===== config.mk =====
export PLATFORM = sky130hd
export DESIGN_NAME = bpli_line_if
export DESIGN_NICKNAME = d
export VERILOG_FILES = /design/src/rtl/bpli_pkg.sv /design/src/rtl/bpli_line_if.sv /design/src/rtl/bpli_rx_decoder.sv
export SDC_FILE = /design/constraint.sdc
export NUM_CORES = 1
export LEC_CHECK = 0
export ABC_AREA = 1
export BUFFER_PORTS_ARGS = -buffer_cell sky130_fd_sc_hd__buf_2
export CAP_MARGIN = 20
export CORE_MARGIN = 1
export CORE_UTILIZATION = 59
export CTS_CLUSTER_SIZE = 28
export DETAILED_ROUTE_END_ITERATION = 10
export GPL_TIMING_DRIVEN = 0
export HOLD_SLACK_MARGIN = 0.05
export PLACE_DENSITY = 0.78
export SLEW_MARGIN = 20
export SYNTH_ARGS = -nofsm -noshare
export SYNTH_HDL_FRONTEND = slang
export SYNTH_SLANG_ARGS = --single-unit

===== constraint.sdc =====
create_clock -name clock -period 2 [get_ports clock]
set_clock_uncertainty 0.2 [all_clocks]
set_input_delay 0 -clock clock [delete_from_list [all_inputs] [get_ports clock]]
set_output_delay 0 -clock clock [all_outputs]
set_load 0.02 [all_outputs]

===== src/rtl/bpli_pkg.sv =====
// Constants and carrier types for the backplane pulse line interface
package bpli_pkg;

    // ------------------------------------------------------------------
    // Timing
    // ------------------------------------------------------------------
    localparam int          CLK_PERIOD_PS  = 4000;
    localparam int          PULSE_TIME_NS  = 1600;
    localparam int          BIT_TIME_NS    = 3200;
    localparam int          CNT_W          = 10;
    localparam logic [CNT_W-1:0] PULSE_CYCLES =
        CNT_W'((PULSE_TIME_NS * 1000 + CLK_PERIOD_PS - 1) / CLK_PERIOD_PS);
    localparam logic [CNT_W-1:0] BIT_CYCLES   =
        CNT_W'((BIT_TIME_NS * 1000) / CLK_PERIOD_PS);
    localparam logic [CNT_W-1:0] AUX_HALF_CYCLES = CNT_W'(BIT_CYCLES / 2);

    // ------------------------------------------------------------------
    // Receive and strap settings
    // ------------------------------------------------------------------
    localparam logic [3:0]  RX_IDLE_BITS   = 4'h8;
    localparam logic [1:0]  STRAP_WAIT     = 2'h3;

    // ------------------------------------------------------------------
    // Reset values
    // ------------------------------------------------------------------
    localparam logic        RST_PUSH_PULL  = 1'h0;
    localparam logic        RST_STRAP_HIGH = 1'h0;

    // ------------------------------------------------------------------
    // Carriers
    // ------------------------------------------------------------------
    typedef struct packed {
        logic backplane;
        logic diffDriver;
        logic driverSelectBit;
    } bpli_cfg_t;

    typedef struct packed {
        logic valid;
        logic bitVal;
    } bpli_rx_t;

endpackage


===== src/rtl/bpli_line_if.sv =====
// Backplane pulse line interface: pulse encoder, driver, strap, aux clock

// What this block does
// - Backplane one is a 1.6 us low pulse
// - Zero bit sends no pulse at all
// - Received low pulse is one, none zero
// - Driver select picks push-pull or open-drain
// - Open-drain driver after reset until the strap is captured, then driver select
// - Aux pin carries bit clock in backplane unless strapped to ground
// - Differential mode pulses only with enable asserted
// - Reset holds all line outputs inactive
// - Aux pin strap sets enable polarity
// - Strapped polarity applies in backplane mode only
module bpli_line_if (
    // Clock and reset
    input  wire logic              clock,
    input  wire logic              rstn,
    // Configuration
    input  bpli_pkg::bpli_cfg_t    cfgIn,
    // Transmit bit stream
    input  wire logic              txValid,
    input  wire logic              txBit,
    output logic                   txReady,
    // Received bit stream
    output bpli_pkg::bpli_rx_t     rxOut,
    // Line pulse pin
    output logic                   linePulseOut,
    output logic                   linePulseOe,
    // Aux pulse clock pin, also the polarity strap
    input  wire logic              auxPulseIn,
    output logic                   auxPulseClockOut,
    output logic                   auxPulseOe,
    // Transceiver enable and line receive
    output logic                   transmitEnableOut,
    input  wire logic              lineReceiveIn,
    // Status
    output logic                   strapActiveHigh
);

    typedef enum logic {
        TX_IDLE,
        TX_SEND
    } bpli_tx_state_t;

    // ------------------------------------------------------------------
    // Strap capture after reset release
    // ------------------------------------------------------------------
    logic                          auxSync1_ff;
    logic                          auxSync2_ff;
    logic [1:0]                    strapCnt_ff, nxt_strapCnt;
    logic                          strapDone_ff, nxt_strapDone;
    logic                          strapHigh_ff, nxt_strapHigh;
    logic                          pushPull_ff, nxt_pushPull;

    always_ff @(posedge clock or negedge rstn) begin
        if (!rstn) begin
            auxSync1_ff <= 1'h1;
            auxSync2_ff <= 1'h1;
        end else begin
            auxSync1_ff <= auxPulseIn;
            auxSync2_ff <= auxSync1_ff;
        end
    end

    always_comb begin
        nxt_strapCnt  = strapCnt_ff;
        nxt_strapDone = strapDone_ff;
        nxt_strapHigh = strapHigh_ff;
        nxt_pushPull  = cfgIn.driverSelectBit;
        if (!strapDone_ff) begin
            nxt_pushPull = bpli_pkg::RST_PUSH_PULL;
            if (strapCnt_ff == bpli_pkg::STRAP_WAIT) begin
                nxt_strapDone = 1'h1;
                nxt_strapHigh = ~auxSync2_ff;
            end else begin
                nxt_strapCnt = strapCnt_ff + 2'h1;
            end
        end
    end

    always_ff @(posedge clock or negedge rstn) begin
        if (!rstn) begin
            strapCnt_ff  <= '0;
            strapDone_ff <= 1'h0;
            strapHigh_ff <= bpli_pkg::RST_STRAP_HIGH;
            pushPull_ff  <= bpli_pkg::RST_PUSH_PULL;
        end else begin
            strapCnt_ff  <= nxt_strapCnt;
            strapDone_ff <= nxt_strapDone;
            strapHigh_ff <= nxt_strapHigh;
            pushPull_ff  <= nxt_pushPull;
        end
    end

    // ------------------------------------------------------------------
    // Transmit encoder
    // ------------------------------------------------------------------
    bpli_tx_state_t                txState_ff, nxt_txState;
    logic [bpli_pkg::CNT_W-1:0]    txCnt_ff, nxt_txCnt;
    logic                          txBit_ff, nxt_txBit;
    logic                          lastCycle;
    logic                          canSend;
    logic                          take;
    logic                          pulse;
    logic                          txActive;

    assign lastCycle = (txCnt_ff == bpli_pkg::BIT_CYCLES - bpli_pkg::CNT_W'(1));
    assign canSend   = strapDone_ff & cfgIn.backplane;
    assign txReady   = canSend & ((txState_ff == TX_IDLE) | lastCycle);
    assign take      = txReady & txValid;

    always_comb begin
        nxt_txState = txState_ff;
        nxt_txCnt   = txCnt_ff;
        nxt_txBit   = txBit_ff;
        case (txState_ff)
            TX_IDLE: begin
                nxt_txCnt = '0;
                if (take) begin
                    nxt_txState = TX_SEND;
                    nxt_txBit   = txBit;
                end
            end
            TX_SEND: begin
                if (!cfgIn.backplane) begin
                    nxt_txState = TX_IDLE;
                    nxt_txCnt   = '0;
                end else if (lastCycle) begin
                    nxt_txCnt = '0;
                    if (take) begin
                        nxt_txBit = txBit;
                    end else begin
                        nxt_txState = TX_IDLE;
                    end
                end else begin
                    nxt_txCnt = txCnt_ff + bpli_pkg::CNT_W'(1);
                end
            end
            default: begin
                nxt_txState = TX_IDLE;
                nxt_txCnt   = '0;
            end
        endcase
    end

    always_ff @(posedge clock or negedge rstn) begin
        if (!rstn) begin
            txState_ff <= TX_IDLE;
            txCnt_ff   <= '0;
            txBit_ff   <= 1'h0;
        end else begin
            txState_ff <= nxt_txState;
            txCnt_ff   <= nxt_txCnt;
            txBit_ff   <= nxt_txBit;
        end
    end

    // Enable and pulse derive from the same next state, so they share an edge
    assign txActive = (nxt_txState == TX_SEND);
    assign pulse    = txActive & nxt_txBit & (nxt_txCnt < bpli_pkg::PULSE_CYCLES);

    // ------------------------------------------------------------------
    // Aux bit clock
    // ------------------------------------------------------------------
    logic [bpli_pkg::CNT_W-1:0]    auxCnt_ff, nxt_auxCnt;

    always_comb begin
        nxt_auxCnt = '0;
        if (canSend) begin
            nxt_auxCnt = (auxCnt_ff == bpli_pkg::BIT_CYCLES - bpli_pkg::CNT_W'(1)) ?
                         '0 : auxCnt_ff + bpli_pkg::CNT_W'(1);
        end
    end

    // ------------------------------------------------------------------
    // Pin registers
    // ------------------------------------------------------------------
    logic                          pulseOut_ff, nxt_pulseOut;
    logic                          pulseOe_ff, nxt_pulseOe;
    logic                          auxOut_ff, nxt_auxOut;
    logic                          auxOe_ff, nxt_auxOe;
    logic                          drive_enable_pin_ff, nxt_drive_enable_pin;
    logic                          gatedPulse;

    // Differential mode only pulses while the transceiver is enabled
    assign gatedPulse = pulse & (txActive | ~cfgIn.diffDriver);

    always_comb begin
        // Push-pull drives always; open-drain only pulls low
        if (pushPull_ff) begin
            nxt_pulseOut = ~gatedPulse;
            nxt_pulseOe  = strapDone_ff;
        end else begin
            nxt_pulseOut = 1'h0;
            nxt_pulseOe  = gatedPulse;
        end
        // Aux clock idles released; never driven into a grounded strap
        nxt_auxOe  = canSend & ~strapHigh_ff;
        nxt_auxOut = (nxt_auxCnt < bpli_pkg::AUX_HALF_CYCLES);
        if (cfgIn.backplane && strapHigh_ff) begin
            nxt_drive_enable_pin = txActive;
        end else begin
            nxt_drive_enable_pin = ~txActive;
        end
    end

    always_ff @(posedge clock or negedge rstn) begin
        if (!rstn) begin
            pulseOut_ff <= 1'h1;
            pulseOe_ff  <= 1'h0;
            auxOut_ff   <= 1'h1;
            auxOe_ff    <= 1'h0;
            drive_enable_pin_ff     <= 1'h1;
            auxCnt_ff   <= '0;
        end else begin
            pulseOut_ff <= nxt_pulseOut;
            pulseOe_ff  <= nxt_pulseOe;
            auxOut_ff   <= nxt_auxOut;
            auxOe_ff    <= nxt_auxOe;
            drive_enable_pin_ff     <= nxt_drive_enable_pin;
            auxCnt_ff   <= nxt_auxCnt;
        end
    end

    assign linePulseOut      = pulseOut_ff;
    assign linePulseOe       = pulseOe_ff;
    assign auxPulseClockOut  = auxOut_ff;
    assign auxPulseOe        = auxOe_ff;
    assign transmitEnableOut = drive_enable_pin_ff;
    assign strapActiveHigh   = strapHigh_ff;

    // ------------------------------------------------------------------
    // Receive decoder
    // ------------------------------------------------------------------
    bpli_rx_decoder u_rx (
        .clock  (clock),
        .rstn   (rstn),
        .lineIn (lineReceiveIn),
        .enable (cfgIn.backplane),
        .rxOut  (rxOut)
    );

endmodule


===== src/rtl/bpli_rx_decoder.sv =====
// Receive pulse decoder: synchroniser, falling edge detect, bit windows
module bpli_rx_decoder (
    // Clock and reset
    input  wire logic              clock,
    input  wire logic              rstn,
    // Line and control
    input  wire logic              lineIn,
    input  wire logic              enable,
    // Decoded bits
    output bpli_pkg::bpli_rx_t     rxOut
);

    // ------------------------------------------------------------------
    // Synchroniser and edge detect
    // ------------------------------------------------------------------
    logic                          sync1_ff;
    logic                          sync2_ff;
    logic                          prev_ff;
    logic                          fall;

    always_ff @(posedge clock or negedge rstn) begin
        if (!rstn) begin
            sync1_ff <= 1'h1;
            sync2_ff <= 1'h1;
            prev_ff  <= 1'h1;
        end else begin
            sync1_ff <= lineIn;
            sync2_ff <= sync1_ff;
            prev_ff  <= sync2_ff;
        end
    end

    assign fall = prev_ff & ~sync2_ff;

    // ------------------------------------------------------------------
    // Bit window
    // ------------------------------------------------------------------
    logic                          active_ff, nxt_active;
    logic                          seen_ff, nxt_seen;
    logic [bpli_pkg::CNT_W-1:0]    cnt_ff, nxt_cnt;
    logic [3:0]                    zeros_ff, nxt_zeros;
    bpli_pkg::bpli_rx_t            rx_ff, nxt_rx;

    always_comb begin
        nxt_active   = active_ff;
        nxt_seen     = seen_ff;
        nxt_cnt      = cnt_ff;
        nxt_zeros    = zeros_ff;
        nxt_rx.valid = 1'h0;
        nxt_rx.bitVal = rx_ff.bitVal;
        if (!enable) begin
            nxt_active = 1'h0;
            nxt_seen   = 1'h0;
            nxt_cnt    = '0;
            nxt_zeros  = '0;
        end else if (!active_ff) begin
            if (fall) begin
                nxt_active = 1'h1;
                nxt_seen   = 1'h1;
                nxt_cnt    = bpli_pkg::CNT_W'(1);
                nxt_zeros  = '0;
            end
        end else if (cnt_ff == bpli_pkg::BIT_CYCLES - bpli_pkg::CNT_W'(1)) begin
            // Pulse in window is a one, no pulse a zero
            nxt_rx.valid  = 1'h1;
            nxt_rx.bitVal = seen_ff;
            nxt_cnt       = '0;
            nxt_seen      = fall;
            nxt_zeros     = seen_ff ? 4'h0 : zeros_ff + 4'h1;
            if (!seen_ff && !fall && (zeros_ff + 4'h1 >= bpli_pkg::RX_IDLE_BITS)) begin
                nxt_active = 1'h0;
            end
        end else begin
            nxt_cnt  = cnt_ff + bpli_pkg::CNT_W'(1);
            nxt_seen = seen_ff | fall;
        end
    end

    always_ff @(posedge clock or negedge rstn) begin
        if (!rstn) begin
            active_ff <= 1'h0;
            seen_ff   <= 1'h0;
            cnt_ff    <= '0;
            zeros_ff  <= '0;
            rx_ff     <= '0;
        end else begin
            active_ff <= nxt_active;
            seen_ff   <= nxt_seen;
            cnt_ff    <= nxt_cnt;
            zeros_ff  <= nxt_zeros;
            rx_ff     <= nxt_rx;
        end
    end

    assign rxOut = rx_ff;

endmodule


# Word level (Yosys, flattened, before mapping)
# Cells that the tools add are included.
[classes]
n_mux = 40
reduce_logical = 9
magnitude_cmp = 3
eq_ne = 6
bitwise_logic = 20
add_sub_neg = 5
[op_table]
columns = ["op", "count"]
rows = [
  ["two-way mux 10 bit", 8],
  ["adder 10 x 1 -> 10 bit (second input constant)", 3],
  ["== test 10 bit (second input constant)", 3],
  ["two-way mux 1 bit", 21],
  ["< comparator 10 x 9 -> 1 bit (second input constant)", 2],
  ["two-way mux 4 bit", 5],
  ["case mux 10 bit (2 select lines)", 1],
  ["inverter 1 bit", 9],
  ["AND 1 bit", 8],
  ["two-way mux 2 bit", 3],
  ["AND reduction 2 bit", 3],
  ["adder 4 x 1 -> 4 bit (second input constant)", 1],
  [">= comparator 4 bit (second input constant)", 1],
  ["case mux 1 bit (2 select lines)", 2],
  ["logical AND 1 bit", 3],
  ["inequality test 3 x 1 -> 1 bit (second input constant)", 1],
  ["inequality test 3 bit (second input constant)", 1],
  ["OR 1 bit", 3],
  ["AND reduction 3 bit", 1],
  ["adder 2 x 1 -> 2 bit (second input constant)", 1],
  ["== test 2 bit (second input constant)", 1],
  ["logical NOT 1 bit", 2],
]
[word_totals]
elab_cells = 107
input_bits = 9
out_inout_bits = 9
regBits = 55

# Depth between registers and ports, before layout
[depth]
ltp_word = 13
depth_mapped = 12
mapped_depth_nobuf = 12

# Cells and area by module
# Synthesis repeated with hierarchy kept, for this count alone.
[unflattened]
hier_cells = 315
area_unflattened_um2 = 2741.4
[modules_own_cells]
columns = ["mod", "cells_each", "instances", "area_each_um2", "seq_area_each_um2"]
rows = [
  ["bpli_line_if", 179, 1, 1622.8, 857.1],
  ["bpli_rx_decoder", 136, 1, 1118.6, 529.3],
]

# Worst setup path after synthesis
# Ideal clock, no wire load.
[synth_timing]
path_type = "register -> register"
startpoint = "register txCnt_ff[0] (netlist name)"
endpoint = "register pulseOe_ff (netlist: linePulseOe)"
period_less_slack_ns = 1.670
path_buffers = 0
arrival_ns = 1.405
stages_incl_launch_ff = 10
required_ns = 1.735
slack_ns = 0.330
setup_time_ns = 0.065
cell_sequence = "dfrtp_1 -> ha_1 -> nand2_1 -> nor2_2 -> or2_2 -> nand4_1 -> nand2_1 -> o21ai_1 -> nand3_1 -> nand2_1"
[synth_between]
elab_chain_cells = 12
word_cells_on_any_way = 22
classes_between = "add/sub (1); order compare (1); eq/ne (1); mux (12); bitwise (7)"
[synth_lines]
columns = ["element", "line_no", "source"]
rows = [
  ["start, declared", "bpli_line_if.sv:99", "logic [bpli_pkg::CNT_W-1:0] txCnt_ff, nxt_txCnt;"],
  ["start signal, assigned", "bpli_line_if.sv:153", "txCnt_ff <= nxt_txCnt;"],
  ["branches (longest 10 deep; another with adder 10 x 1 -> 10 bit)", "-", ""],
  ["AND 1 bit (*)", "bpli_line_if.sv:186", "assign gatedPulse = pulse & (txActive | ~cfgIn.diffDriver);"],
  ["two-way mux 1 bit (*)", "bpli_line_if.sv:190", "if (pushPull_ff) begin"],
  ["net nxt_pulseOe", "bpli_line_if.sv:179", "logic pulseOe_ff, nxt_pulseOe;"],
  ["end signal, assigned", "bpli_line_if.sv:217", "pulseOe_ff <= nxt_pulseOe;"],
  ["end, declared", "bpli_line_if.sv:179", ""],
]
# Mark *: on every way through the listed nets, which the timed path passes.
# A chain may end at the register's enable or synchronous reset.

# Worst setup path in the final report
[layout_timing]
startpoint = "register txCnt_ff[0] (netlist name)"
endpoint = "register pulseOe_ff (netlist: linePulseOe)"
[layout_between]
word_cells_on_any_way = 22
classes_between = "add/sub (1); order compare (1); eq/ne (1); mux (12); bitwise (7)"
[layout_rtl]
columns = ["element", "line_no", "source"]
rows = [
  ["adder 10 x 1 -> 10 bit or == test 10 bit (tied branches)", "bpli_line_if.sv:136, bpli_line_if.sv:107", ""],
  ["two-way mux 10 bit (*)", "bpli_line_if.sv:128", "end else if (lastCycle) begin"],
  ["two-way mux 10 bit (*)", "bpli_line_if.sv:125", "if (!cfgIn.backplane) begin"],
  ["case mux 10 bit (2 select lines) (*)", "bpli_line_if.sv:116", "case (txState_ff)"],
  ["net nxt_txCnt, one bit", "bpli_line_if.sv:99", ""],
  ["< comparator 10 x 9 -> 1 bit (*)", "bpli_line_if.sv:160", "assign pulse = txActive & nxt_txBit & (nxt_txCnt < bpli_pkg::PULSE_CYCLES);"],
  ["AND 1 bit (*)", "bpli_line_if.sv:160", ""],
  ["AND 1 bit (*)", "bpli_line_if.sv:186", ""],
  ["two-way mux 1 bit (*)", "bpli_line_if.sv:190", ""],
  ["net nxt_pulseOe", "bpli_line_if.sv:179", ""],
]
# Mark *: on every way through the listed nets, which the timed path passes. The rest lies on a longest branch.

==> results by group <==
Logic synthesis
  • Main area contributors after synthesis: dfrtp_1 45%, dfstp_2 8.0%, nand2_1 7.6%
  • Post-synth top cells: 53 x nand2_1, 47 x dfrtp_1, 41 x inv_1
  • Most frequent cell after synthesis: nand2_1
  • Area share of the largest cell type after synthesis: 44.8%
  • Synth Net Count: 303
  • Register bit total from synthesis: 55
  • Synth cell types: 37
  • Yosys warnings: 0
  • Syn Std Cell Area: 2620 um^2
  • Syn_area_per_cell: 9.08 um^2
  • Primary FF master, synth: dfrtp_1
  • Mapped Cells: 289
  • Yosys top cell by area: dfrtp_1
  • Part of the Yosys area used for sequential elements: 52.8%
  • Asr flop ratio synth: 100%
  • Post-synth EDFFs: 0

Drt
  • Number of remaining DRC errors: 0
  • Drt first pass iters: 4
  • Vias per cell: 5.24
  • Initial detailed-routing violation count: 123
  • Post-route ant nets: 0
  • DR WL/cell: 12.2 um
  • Routed Wire Length: 4490 um
  • Vias: 1932

Finish
  • Nets@finish: 332
  • Filler instances: 322
  • Ratio of cells with drive above 1 in the final layout: 19.4%
  • Diodes inserted: 0
  • Area growth syn-to-layout: 11.1%
  • Non-Filler Instances: 369
  • Sequential standard cell area: 1390 um^2
  • Area of the multi-input gates: 1060 um^2

Placed design
  • Placed cells: 354
  • Pre-CTS setup slack: 172 ps
  • PortBufs: 15
  • Dpl hpwl: 3190 um
  • GPL Wtd Cong: 0.805

Die
  • I/O pin count: 18
  • Initial cell density of the core: 63.3%
  • Die Wd: 68.7 um
  • Placeable Area: 4140 um^2
  • Die area: 4720 um^2
  • Die H: 68.7 um
  • Rows: 23

Clock tree
  • CTS clk-pin slew, worst paths: 90 ps
  • Post-cts sizing count: 0
  • H-tree depth: 2
  • CTS max path bufs: 2
  • Clock Latency Late Sink: 300 ps
  • Number of setup buffers added after CTS: 0
  • Clock sink total: 55
  • Hold buffers post-CTS: 7
  • Clock Tree Root: clkbuf_8
  • TritonCTS Buffers: 5
  • CTS tree: built

STA
  • Max-slew violations: 0
  • Tcrit/Tclk final: 92.0%
  • Final setup margin: 160 ps
  • Final hold vios: 0
  • Total Negative Setup Slacks: 0 ps
  • Post-layout min period: 1840 ps
  • FMAX: 0.543 GHz
  • Final setup viols: 0
  • Worst-margin pin slew: 689 ps
  • RSZ-0062 raised after global routing: no
  • Relative slew slack: 54.0%

Worst setup path
  • Reg-to-reg critical path endpoint: linePulseOe
  • Endpoint class of the critical path: register
  • Worst Path Required: 2000 ps
  • FF-to-FF setup slack: 160 ps
  • Worst EP arrival: 1840 ps
  • Crit path launch: txCnt_ff[0]
  • Reg2reg path depth: 11
  • Critical path class: register to register
  • CP Max Fanout: 7
  • CP startpoint kind: register
  • Critical R2R Launch: txCnt_ff[0]

Outcome
  • Status: finished clean

GRT
  • Vias in the first global route: 1816
  • First-pass GRT wire length: 7610 um
  • Largest net degree at the start of global routing: 56
  • Overflow after GRT: 0
  • Overall Global Routing Usage: 22.3%
  • Initial antenna violation count: 0

Pwr
  • Pwr Density: 692 nW/um^2
  • Leak Pwr: 1.37 nW
  • Peak supply drop: 0.594 mV

Hold path
  • Min-Delay Path Class: input port to asynchronous set/reset pin

Flow run
  • Max-cap violation count: 0
layout by cell type (no fill, tap or decap), types with 2 or more instances in the layout:
| cell | count |
|---|---|
| a21oi_1 | 9 |
| buf_2 | 14 |
| clkbuf_1 | 2 |
| clkbuf_8 | 5 |
| dfrtp_1 | 47 |
| dfstp_2 | 8 |
| dlygate4sd3_1 | 7 |
| ha_1 | 5 |
| inv_1 | 41 |
| inv_2 | 2 |
| mux2i_1 | 2 |
| nand2_1 | 53 |
| nand2_2 | 5 |
| nand3_1 | 15 |
| nand3_2 | 5 |
| nand4_1 | 7 |
| nor2_1 | 34 |
| nor2_2 | 10 |
| nor3_1 | 2 |
| nor3_2 | 3 |
| nor4_1 | 3 |
| o21ai_0 | 7 |
| o21ai_1 | 3 |
| xnor2_1 | 6 |
| xor2_1 | 6 |
cells by family (layout without fill, tap and decap cells):
family                     count (synthesis)  after routing  synth area share [%]
DFF                                       55             55                  52.8
muxes                                      2              2                 0.763
and+or+nand+nor                          141            141                  26.2
adders and majority gates                  5              5                  2.38
AOI/OAI and AO/OA                         29             29                  6.96
xor gates and xnor gates                  12             12                  4.01
buffers and inverters                     45             75                  6.82
final cells by class:
type,count,area share (%)
buffer,1,0.386
clock buffer,7,2.62
clock inverter,1,0.172
inverter,44,5.75
multi-input combinational,189,36.3
sequential,55,47.6
tap,50,2.15
timing repair buffer,22,5.06
routing by layer:
metal,GRT usage (%),vias up,share of wire (%)
met5,0,-,0
met2,35.8,34,47
met1,29.1,912,48
met4,8.85,0,1.5
met3,5.43,5,3.6
li1,-,981,-
stage by stage:
step           area (um^2)  total power (W)  hold slack, ps  util [%]
6_report              2920          0.00202            59.4      70.4
3_3_place_gp          2760          0.00144           -94.8      66.6
3_5_place_dp          2760          0.00145            -111      66.7
4_1_cts               2920          0.00205            89.0      70.4
2_1_floorplan         2620          0.00137            -496         -
5_1_grt               2920          0.00211             132      70.4
critical path, cell delays in order (launching register included):
cell and delay [ps]:
dfrtp_1 440, ha_1 230, nand2_1 100, nor2_2 60, nand3_2 110, nand3_2 160
nor2_2 170, inv_1 50, nand2_1 70, nor2_2 40, nand3_1 60, nand2_1 50
power by group:
group / leakage, nW / total, W / switching (W) / internal, W
clock network: 0.0422 / 0.000581 / 0.000334 / 0.000247
registers: 0.705 / 0.00121 / 0.0000383 / 0.00117
logic: 0.628 / 0.000226 / 0.000147 / 0.0000790
worst max-delay path by stage:
stage / end / slack (ps) / cells after the start
2_1_floorplan: linePulseOe / 330 / 9
3_3_place_gp: linePulseOe / 190 / 11
3_5_place_dp: linePulseOe / 170 / 11
4_1_cts: linePulseOe / 150 / 11
5_1_grt: linePulseOe / 20 / 11
6_report: linePulseOe / 160 / 11
registers in the layout, summed over array words and instances, names as in the netlist, 2 cells and up:
register and count:
auxCnt_ff 10, strapCnt_ff 2, txCnt_ff 10, u_rx.cnt_ff 10
u_rx.rxOut 2, u_rx.zeros_ff 4
(Power assumes the default switching activity.)
